--- src/shared/umcr_pkg.sv ---
package umcr_pkg;

  ////////////////////////////////////////////////////////////////////////////
  // bus geometry and register byte offsets
  localparam int unsigned ADDR_W = 4;
  localparam int unsigned DATA_W = 32;

  localparam logic [ADDR_W-1:0] OFS_MODEM_CONTROL = 4'h0;
  localparam logic [ADDR_W-1:0] OFS_ENH_FEATURE   = 4'h4;
  localparam logic [ADDR_W-1:0] OFS_MODEM_STATUS  = 4'h8;
  localparam logic [ADDR_W-1:0] OFS_FLOW_CONTROL  = 4'hC;

  ////////////////////////////////////////////////////////////////////////////
  // field positions
  localparam int unsigned MC_CLK_SEL    = 7;
  localparam int unsigned MC_THR_ACC    = 6;
  localparam int unsigned MC_XON_ANY    = 5;
  localparam int unsigned MC_LOOP       = 4;
  localparam int unsigned MC_IRQ_OE     = 3;
  localparam int unsigned MC_FIFO_RDY   = 2;
  localparam int unsigned MC_RTS        = 1;
  localparam int unsigned MC_DTR        = 0;
  localparam int unsigned ENH_WEN       = 4;
  localparam int unsigned FLOW_AUTO_RTS = 0;

  localparam logic [7:0] MC_PROT_MASK = 8'hE0;

  ////////////////////////////////////////////////////////////////////////////
  // reset values and counts
  localparam logic [7:0] MC_RST   = 8'h00;
  localparam logic [7:0] ENH_RST  = 8'h00;
  localparam logic [7:0] FLOW_RST = 8'h00;
  localparam logic [1:0] DIV4_LAST = 2'h3;

  ////////////////////////////////////////////////////////////////////////////
  // carriers
  typedef struct packed {
    logic cd_n;
    logic ri_n;
    logic dsr_n;
    logic cts_n;
  } umcr_modem_in_t;

  typedef struct packed {
    logic threshold_access;
    logic xon_any_enable;
    logic fifo_ready_enable;
  } umcr_ctrl_t;

  typedef enum logic [0:0] {
    UMCR_TX_RUN  = 1'b0,
    UMCR_TX_HALT = 1'b1
  } umcr_tx_state_t;

endpackage : umcr_pkg

--- src/design/umcr_top.sv ---
`timescale 1ns/10ps
// Notes on behaviour
// - a clear clock-select bit passes every input clock to the baud logic, a set one every fourth.
// - threshold-access set maps the threshold and trigger-level registers in; clear does not.
// - bit 5 turns the resume-on-any-character function on when set and off when clear.
// - loop-back routes transmit to receive and the low four control bits to upper status.
// - in loop-back control bits 3,2,1,0 show as status bits 7,6,4,5.
// - interrupt-output-enable clear floats both interrupt outputs and drives general output high.
// - interrupt-output-enable set drives both interrupt outputs and general output low.
// - bit 2 enables the FIFO-ready status register when set and disables it when clear.
// - bit 1 set drives the active-low request-to-send low, clear drives it high.
// - with automatic request-to-send on, the flow-control logic drives request-to-send instead.
// - bit 0 set drives the active-low data-terminal-ready low, clear drives it high.
// - writes to the top three control bits are dropped unless the enhanced write enable is set.
// - each upper status bit is its modem input inverted, or in loop-back the control bit.
module umcr_top
  import umcr_pkg::*;
(
  // clock and reset
  input  wire logic              mclk,
  input  wire logic              reset_n,
  // avalon-mm slave
  input  wire logic [ADDR_W-1:0] address,
  input  wire logic              read,
  input  wire logic              write,
  input  wire logic [DATA_W-1:0] writedata,
  input  wire logic [3:0]        byteenable,
  output logic      [DATA_W-1:0] readdata,
  output logic                   waitrequest,
  // modem pins
  input  wire umcr_modem_in_t    modem_in,
  output logic                   rts_n,
  output logic                   dtr_n,
  // serial path
  input  wire logic              tx_from_transmitter,
  input  wire logic              rx_pin,
  output logic                   tx_pin,
  output logic                   rx_to_receiver,
  // interrupt pins
  input  wire logic              int_a_req,
  input  wire logic              int_b_req,
  output logic                   channel_a_interrupt_out,
  output logic                   channel_a_interrupt_oe,
  output logic                   channel_b_interrupt_out,
  output logic                   channel_b_interrupt_oe,
  output logic                   general_purpose_output,
  // flow control and baud logic
  input  wire logic              hw_rts_assert,
  input  wire logic              rx_char_valid,
  input  wire logic              rx_char_is_xon,
  input  wire logic              rx_char_is_xoff,
  output logic                   tx_halted,
  output logic                   baud_clk_en,
  output umcr_ctrl_t             ctrl,
  output logic      [3:0]        modem_status_upper
);

  function automatic logic [3:0] status_hi(input logic loop, input logic [7:0] ctl,
                                           input umcr_modem_in_t m);
    if (loop) begin
      status_hi = {ctl[3], ctl[2], ctl[0], ctl[1]};
    end else begin
      status_hi = ~{m.cd_n, m.ri_n, m.dsr_n, m.cts_n};
    end
  endfunction : status_hi

  ////////////////////////////////////////////////////////////////////////////
  // reset release
  logic rst_meta_q;
  logic rst_n_q;

  always_ff @(posedge mclk or negedge reset_n) begin
    if (!reset_n) begin
      rst_meta_q <= 1'b0;
      rst_n_q    <= 1'b0;
    end else begin
      rst_meta_q <= 1'b1;
      rst_n_q    <= rst_meta_q;
    end
  end

  ////////////////////////////////////////////////////////////////////////////
  // bus slave: one wait state on every access
  logic [7:0]        mctl_q;
  logic [7:0]        enh_q;
  logic [7:0]        flow_q;
  logic              wait_q;
  logic [DATA_W-1:0] rdata_q;
  logic [DATA_W-1:0] rd_word;
  logic              acc_wr;
  logic              wr_low;

  assign acc_wr = write && !wait_q;
  // only the low lane carries data; a write without it is ignored
  assign wr_low = acc_wr && byteenable[0];

  always_ff @(posedge mclk or negedge rst_n_q) begin
    if (!rst_n_q) begin
      wait_q <= 1'b1;
    end else begin
      wait_q <= !((read || write) && wait_q);
    end
  end

  always_comb begin
    rd_word = '0;
    unique case (address)
      OFS_MODEM_CONTROL: rd_word[7:0] = mctl_q;
      OFS_ENH_FEATURE:   rd_word[7:0] = enh_q;
      OFS_MODEM_STATUS:  rd_word[7:4] = status_hi(mctl_q[MC_LOOP], mctl_q, modem_in);
      OFS_FLOW_CONTROL:  rd_word[7:0] = flow_q;
      default:           rd_word = '0;
    endcase
  end

  // read data is caught while waitrequest is still high and held through the accept edge
  always_ff @(posedge mclk or negedge rst_n_q) begin
    if (!rst_n_q) begin
      rdata_q <= '0;
    end else if (read && wait_q) begin
      rdata_q <= rd_word;
    end
  end

  assign readdata    = rdata_q;
  assign waitrequest = wait_q;

  ////////////////////////////////////////////////////////////////////////////
  // registers
  always_ff @(posedge mclk or negedge rst_n_q) begin
    if (!rst_n_q) begin
      mctl_q <= MC_RST;
    end else if (wr_low && address == OFS_MODEM_CONTROL) begin
      if (enh_q[ENH_WEN]) begin
        mctl_q <= writedata[7:0];
      end else begin
        mctl_q <= (writedata[7:0] & ~MC_PROT_MASK) | (mctl_q & MC_PROT_MASK);
      end
    end
  end

  always_ff @(posedge mclk or negedge rst_n_q) begin
    if (!rst_n_q) begin
      enh_q <= ENH_RST;
    end else if (wr_low && address == OFS_ENH_FEATURE) begin
      enh_q <= writedata[7:0];
    end
  end

  // only the automatic request-to-send bit is kept; the rest read as zero
  always_ff @(posedge mclk or negedge rst_n_q) begin
    if (!rst_n_q) begin
      flow_q <= FLOW_RST;
    end else if (wr_low && address == OFS_FLOW_CONTROL) begin
      flow_q <= {7'h00, writedata[FLOW_AUTO_RTS]};
    end
  end

  ////////////////////////////////////////////////////////////////////////////
  // modem and interrupt pins
  always_ff @(posedge mclk or negedge rst_n_q) begin
    if (!rst_n_q) begin
      rts_n <= 1'b1;
      dtr_n <= 1'b1;
    end else begin
      if (flow_q[FLOW_AUTO_RTS]) begin
        rts_n <= !hw_rts_assert;
      end else begin
        rts_n <= !mctl_q[MC_RTS];
      end
      dtr_n <= !mctl_q[MC_DTR];
    end
  end

  always_ff @(posedge mclk or negedge rst_n_q) begin
    if (!rst_n_q) begin
      channel_a_interrupt_out <= 1'b0;
      channel_b_interrupt_out <= 1'b0;
      channel_a_interrupt_oe  <= 1'b0;
      channel_b_interrupt_oe  <= 1'b0;
      general_purpose_output  <= 1'b1;
    end else begin
      channel_a_interrupt_out <= int_a_req;
      channel_b_interrupt_out <= int_b_req;
      channel_a_interrupt_oe  <= mctl_q[MC_IRQ_OE];
      channel_b_interrupt_oe  <= mctl_q[MC_IRQ_OE];
      general_purpose_output  <= !mctl_q[MC_IRQ_OE];
    end
  end

  ////////////////////////////////////////////////////////////////////////////
  // loop-back and status
  // in loop-back the line is held idle so the far end sees no stray data
  always_ff @(posedge mclk or negedge rst_n_q) begin
    if (!rst_n_q) begin
      tx_pin             <= 1'b1;
      rx_to_receiver     <= 1'b1;
      modem_status_upper <= 4'h0;
    end else begin
      tx_pin             <= mctl_q[MC_LOOP] ? 1'b1 : tx_from_transmitter;
      rx_to_receiver     <= mctl_q[MC_LOOP] ? tx_from_transmitter : rx_pin;
      modem_status_upper <= status_hi(mctl_q[MC_LOOP], mctl_q, modem_in);
    end
  end

  always_ff @(posedge mclk or negedge rst_n_q) begin
    if (!rst_n_q) begin
      ctrl <= '0;
    end else begin
      ctrl.threshold_access  <= mctl_q[MC_THR_ACC];
      ctrl.xon_any_enable    <= mctl_q[MC_XON_ANY];
      ctrl.fifo_ready_enable <= mctl_q[MC_FIFO_RDY];
    end
  end

  ////////////////////////////////////////////////////////////////////////////
  // baud prescaler
  logic [1:0] div_cnt_q;
  always_ff @(posedge mclk or negedge rst_n_q) begin
    if (!rst_n_q) begin
      div_cnt_q   <= 2'h0;
      baud_clk_en <= 1'b0;
    end else begin
      div_cnt_q   <= div_cnt_q + 2'h1;
      baud_clk_en <= mctl_q[MC_CLK_SEL] ? (div_cnt_q == DIV4_LAST) : 1'b1;
    end
  end

  ////////////////////////////////////////////////////////////////////////////
  // transmit halt and resume
  umcr_tx_state_t tx_state_q;
  always_ff @(posedge mclk or negedge rst_n_q) begin
    if (!rst_n_q) begin
      tx_state_q <= UMCR_TX_RUN;
    end else if (rx_char_valid) begin
      unique case (tx_state_q)
        UMCR_TX_RUN: begin
          if (rx_char_is_xoff) begin
            tx_state_q <= UMCR_TX_HALT;
          end
        end
        UMCR_TX_HALT: begin
          // an xoff never releases the halt, even with resume-on-any
          if (rx_char_is_xon || (mctl_q[MC_XON_ANY] && !rx_char_is_xoff)) begin
            tx_state_q <= UMCR_TX_RUN;
          end
        end
      endcase
    end
  end

  assign tx_halted = tx_state_q[0];
endmodule : umcr_top

--- config.mk ---
export PLATFORM = sky130hd
export DESIGN_NAME = umcr_top
export DESIGN_NICKNAME = d
export VERILOG_FILES = /design/src/shared/umcr_pkg.sv /design/src/design/umcr_top.sv
export SDC_FILE = /design/constraint.sdc
export NUM_CORES = 1
export LEC_CHECK = 0
export ABC_AREA = 1
export BUFFER_PORTS_ARGS = -buffer_cell sky130_fd_sc_hd__buf_4
export CORE_UTILIZATION = 30
export DETAILED_ROUTE_END_ITERATION = 12
export SLEW_MARGIN = 5
export SYNTH_ARGS = -nofsm -noshare
export SYNTH_HDL_FRONTEND = slang
export SYNTH_SLANG_ARGS = --single-unit
--- constraint.sdc ---
create_clock -name mclk -period 2.5 [get_ports mclk]
set_input_delay 0 -clock mclk [delete_from_list [all_inputs] [get_ports mclk]]
set_output_delay 0 -clock mclk [all_outputs]
set_load 0.01 [all_outputs]
* Word-level counts from Yosys, hierarchy flattened
Index checks and enable logic that the tools add are counted.
** Operators by class
- $add $sub $neg :: 1
- Eq/ne operators :: 4
- Mux-type cells :: 11
- Bitwise logic cells :: 3
- Reductions and logical operators :: 18
** Operator list (count)
- case mux 4 bit (3 select lines) :: 2
- == test 4 bit, second input constant :: 2
- logical AND 1 bit :: 8
- 2-to-1 mux 8 bit :: 1
- OR 5 x 8 -> 8 bit :: 1
- zero test 1 bit :: 7
- 2-to-1 mux 1 bit :: 6
- == test 4 x 3 -> 1 bit, second input constant :: 1
- zero test 4 bit :: 1
- 2-to-1 mux 4 bit :: 1
- NOT 4 bit :: 1
- adder 2 x 1 -> 2 bit, second input constant :: 1
- == test 2 bit, second input constant :: 1
- logical OR 1 bit :: 2
- case mux 1 bit (2 select lines) :: 1
- NOT 1 bit :: 1
** Word-level totals
- Flip-flop bits (word level) :: 47
- Input bits :: 56
- Output and inout bits :: 51
- Word-level logic and storage cells :: 59

* Depth between registers and ports, before layout
- Word-level depth :: 5
- Gate-level depth with buffers :: 7
- Depth with buffers taken out :: 7

* Least setup slack after synthesis
No wires, ideal clock.
- Kind :: flip-flop to flip-flop
- From :: reg wait_q, in the netlist waitrequest
- To :: reg mctl_q[3]
- Arrival :: 1028 ps
- Data required time :: 2374 ps
- Path slack :: 1345 ps
- Cell stages (with the launch flop) :: 7
- Buffers on the path :: 1
- Clock period less this slack :: 1155 ps
- Cell sequence :: dfstp_2 > inv_1 > nand3_4 > nor2_4 > buf_4 > nand2_1 > o21ai_0
** On the way
- Longest elaborated chain between the ends :: 4
** Ends and longest elaborated chain
- start, declared :: RTL line umcr_top.sv:87 : logic wait_q;
- start signal, assigned :: RTL line umcr_top.sv:101 : wait_q <= !((read || write) && wait_q);
- zero test 1 bit :: RTL line umcr_top.sv:93 : assign acc_wr = write && !wait_q;
- logical AND 1 bit :: RTL line umcr_top.sv:93
- logical AND 1 bit :: RTL line umcr_top.sv:95 : assign wr_low = acc_wr && byteenable[0];
- logical AND 1 bit :: RTL line umcr_top.sv:133 : end else if (wr_low && address == OFS_MODEM_CONTROL) begin
- end signal, assigned :: RTL line umcr_top.sv:135 : mctl_q <= writedata[7:0];
- end signal, assigned :: RTL line umcr_top.sv:137 : mctl_q <= (writedata[7:0] & ~MC_PROT_MASK) | (mctl_q & MC_PROT_MASK);
- end, declared :: RTL line umcr_top.sv:84 : logic [7:0] mctl_q;
Every way passes these cells.
A chain may end at the register's enable or synchronous reset.

* Final worst setup path
- From :: reg mctl_q[5]
- To :: reg tx_state_q, in the netlist tx_halted
** On the way
- Longest elaborated chain between the ends :: 4
** Ends and longest elaborated chain
- logical AND 1 bit :: RTL line umcr_top.sv:244 : if (rx_char_is_xon || (mctl_q[MC_XON_ANY] && !rx_char_is_xoff)) begin
- logical OR 1 bit :: RTL line umcr_top.sv:244
- 2-to-1 mux 1 bit :: RTL line umcr_top.sv:244
- case mux 1 bit (2 select lines) :: RTL line umcr_top.sv:236 : unique case (tx_state_q)
- end signal, assigned :: RTL line umcr_top.sv:234 : tx_state_q <= UMCR_TX_RUN;
- end signal, assigned :: RTL line umcr_top.sv:239 : tx_state_q <= UMCR_TX_HALT;
- end signal, assigned :: RTL line umcr_top.sv:245 : tx_state_q <= UMCR_TX_RUN;
- end, declared :: RTL line umcr_top.sv:231 : umcr_tx_state_t tx_state_q;
Every way passes these cells.

==> results.md <==
- Overall via count from detail_route: roughly 1600
- Timing startpoint of the critical path: mctl_q[5]
- Post-synthesis average cell area: approximately 9.4 um2
- Fin Clk Skew: between 0.008 and 0.009 ns
- Vias in the first global route: about 1600
- Power Dens Cells: between 600 and 700 nW/um2
- Final cycle utilization of the critical path: 0.547
- Ys Warns: 0
- Post-layout net count: 360
- Critical Path Start Type: flip-flop
- Buffers & Inverters on Critical Path: 2
- Startpoint of the most critical hold path: address[0]
- Critical register-to-register path startpoint: mctl_q[5]
- Die area: 7310 um2
- Total of endpoints with negative setup slack in the final report: 0
- Number of hold-slack violations in the final timing report: 0
- Register-to-Register Setup Slack: between 1 and 1.5 ns
- Max Root-Sink Buffers: 2
- Classification of the worst setup path: flip-flop to flip-flop
- Overall power after layout: ~1.9 mW
- Worst min path class: input pin to flip-flop
- Area of the core region: 6760 um2
- Max Cap Violations: 0
- Total placed instance area: ~2500 um2
- Slew at the pin closest to its max-slew limit: 0.974 ns
- Number of antenna violations at the first check in global routing: 0
- Fin area: 2830 um2
- Critical path cell sequence: inv_1, o21ai_0, a21oi_1, dlygate4sd3_1
- Result of the run: completed
- Setup TNS: 0 ns
- Aggregate routed wire length: around 4.3 mm
- Unrepaired setup endpoints after global routing: no
- Unique masters post-synth: 21
- WP data arrival: around 1.6 ns
- Slowest cell on crit path: sky130_fd_sc_hd__dlygate4sd3_1
- Max Slew Vio Count: 0
- Family with the most delay on the worst path: buffers and inverters
- Cell row count: 30
- Later-pin clock latency in the skew report: a little over 0.3 ns
- Count of antenna diodes in the layout: 0
- Final setup slack of the worst path: ~1.1 ns
- DRC marker count from the first detailed-route iteration: between 80 and 90
- Routed Antenna Nets: 0
- Routability cong.: between 0.7 and 0.8
- Fraction of final layout cells with drive strength greater than 1: 0.270
- Sequential share of the synthesized area: 0.566
- FMAX: around 730 MHz
- Maximum fanout count along the critical path: 4
- First drt pass iteration count: 4
- Largest net degree at the start of global routing: 46
- Height of the die: around 86 um
- Master cell of the clock root buffer: sky130_fd_sc_hd__clkbuf_8
- I/O pin count: about 110
- Register clock-pin slew on the reported worst setup and hold paths: roughly 0.090 ns
- HPWL Detailed: 3.06 mm
- CTS tree: built
- Number of buffers created by CTS: 5
- DRC Markers: 0
- Overall Global Routing Usage: 0.127
- First-pass GRT wire length: just over 7 mm
- Largest voltage drop on the vdd net: ~210 uV
- Leakage power: approximately 1.5 nW
- Largest stage delay on the critical path: around 0.56 ns
- Worst setup slack after placement: between 1 and 1.5 ns
- Initial core utilization: 0.310
- Horizontal die dimension: between 80 and 90 um
- Sink Count: 47
- Netlist Area Pre-Place: roughly 2100 um2
- Synthesis-stage register bit count: 47
- Critical path data required time: around 2.7 ns
- Layout-stage area growth over the synthesis result: 35.4%
- Routed wire length per instance: around 11 um
- Average vias per placed instance: about 4.2
- Synth Instances: 223
- Final period demand of the worst path: around 1.4 ns
- Global route total overflow: 0
- Count of input and output buffers: 55
- Tightest slew margin relative to the limit: 0.351
- Critical Path End Type: flip-flop
- Setup Fix Bufs, Post-CTS: 0
- CTS H-tree lvls: 2
==> cell type report <==
| cell class | count | area (um2) |
|---|---|---|
| flip-flops and latches | 47 | 1180 |
| multi-input cells | 152 | 711 |
| repair buffers | 79 | 653 |
| clock inverters | 3 | 47.5 |
| clock buffers | 5 | 68.8 |
| fillers | 660 | 3920 |
| well taps | 80 | 100 |
| inverters | 18 | 67.6 |
==> path summary, 6_finish.rpt <==
kind	endpoint	cells past startpoint
hold / removal	flow_q[0]	4
hold reg to reg	rst_n_q	0
min in group asynchronous	enh_q[7]	0
setup / recovery	tx_halted	4
max in group asynchronous	enh_q[2]	0
setup reg to reg	tx_halted	4
==> cells by family after synthesis <==
group / Yosys count / share of synthesized area
other cells: 2 / 0.00359
fa+ha+maj: 1 / 0.00598
buf+inv: 47 / 0.136
simple gates: 100 / 0.223
flops: 47 / 0.566
compound gates: 26 / 0.0658
==> per-layer routing <==
| layer | wire length [um] | GRT usage |
|---|---|---|
| met2 | 2180 | 0.219 |
| met1 | 1810 | 0.154 |
| met3 | 224 | 0.0279 |
| met4 | 43 | 0.0500 |
| met5 | 0 | 0 |
==> synth_stat cells <==
library cell | n | area share
sky130_fd_sc_hd__nor2_1 | 9 | 0.016
sky130_fd_sc_hd__buf_2 | 2 | 0.0048
sky130_fd_sc_hd__a21oi_1 | 4 | 0.0096
sky130_fd_sc_hd__nand2_2 | 1 | 0.0030
sky130_fd_sc_hd__nor2_4 | 5 | 0.027
sky130_fd_sc_hd__dfrtp_1 | 41 | 0.49
sky130_fd_sc_hd__buf_4 | 26 | 0.093
sky130_fd_sc_hd__nand3_4 | 1 | 0.0084
sky130_fd_sc_hd__nand3_1 | 19 | 0.045
sky130_fd_sc_hd__nand2_1 | 62 | 0.11
sky130_fd_sc_hd__o21ai_0 | 20 | 0.048
sky130_fd_sc_hd__ha_1 | 1 | 0.0060
sky130_fd_sc_hd__nand2_4 | 1 | 0.0054
sky130_fd_sc_hd__conb_1 | 2 | 0.0036
sky130_fd_sc_hd__or2_2 | 1 | 0.0030
sky130_fd_sc_hd__buf_6 | 1 | 0.0054
sky130_fd_sc_hd__nand3b_1 | 1 | 0.0036
sky130_fd_sc_hd__inv_2 | 1 | 0.0018
sky130_fd_sc_hd__dfstp_2 | 6 | 0.075
sky130_fd_sc_hd__o21ai_2 | 2 | 0.0084
sky130_fd_sc_hd__inv_1 | 17 | 0.031
==> sequential cells by signal (all words and copies together) (netlist names) <==
register	count
div_cnt_q	2
readdata	8
rst_n_q	1
tx_halted	1
general_purpose_output	1
enh_q	8
channel_b_interrupt_oe	1
channel_a_interrupt_out	1
waitrequest	1
rx_to_receiver	1
rts_n	1
flow_q	1
mctl_q	8
modem_status_upper	4
tx_pin	1
rst_meta_q	1
baud_clk_en	1
ctrl	3
dtr_n	1
channel_b_interrupt_out	1
==> worst register-to-register path: cells and delay by family, from the launching register on <==
kind | cells | cell delay, ns
AO/OA/AOI/OAI | 2 | 0.24
buffers and inverters | 2 | 0.61
flip-flops | 1 | 0.41
==> layout by cell type (no fill, tap or decap), drive strengths merged <==
master / instances
clkinv: 1
clkbuf: 5
nand2: 64
a21oi: 4
dlygate4sd3: 24
buf: 55
or2: 1
conb: 25
ha: 1
dfrtp: 41
nor2: 14
dfstp: 6
bufinv: 1
nand3b: 1
nand3: 20
inv: 19
o21ai: 22
==> where the power goes <==
part	switching [mW]	internal [mW]	leakage [nW]	total, mW
logic	0.177	0.186	0.840	0.363
registers	0.0738	0.877	0.563	0.951
clock network	0.270	0.303	0.0587	0.573
==> metrics by stage <==
step	hold slack (ns)	instances	utilization
floorplan	-0.296	246	-
global placement	-0.217	352	0.366
detailed placement	-0.216	352	0.366
CTS	0.0709	384	0.419
global route	0.108	384	0.419
finish	0.0848	384	0.419
==> what timing repair did <==
action                                 4_1_cts  5_1_grt
resized for setup                            0        0
hold buffers                                24        0
endpoints found under the hold margin       30        0
Power figures use the tool's default switching activity.
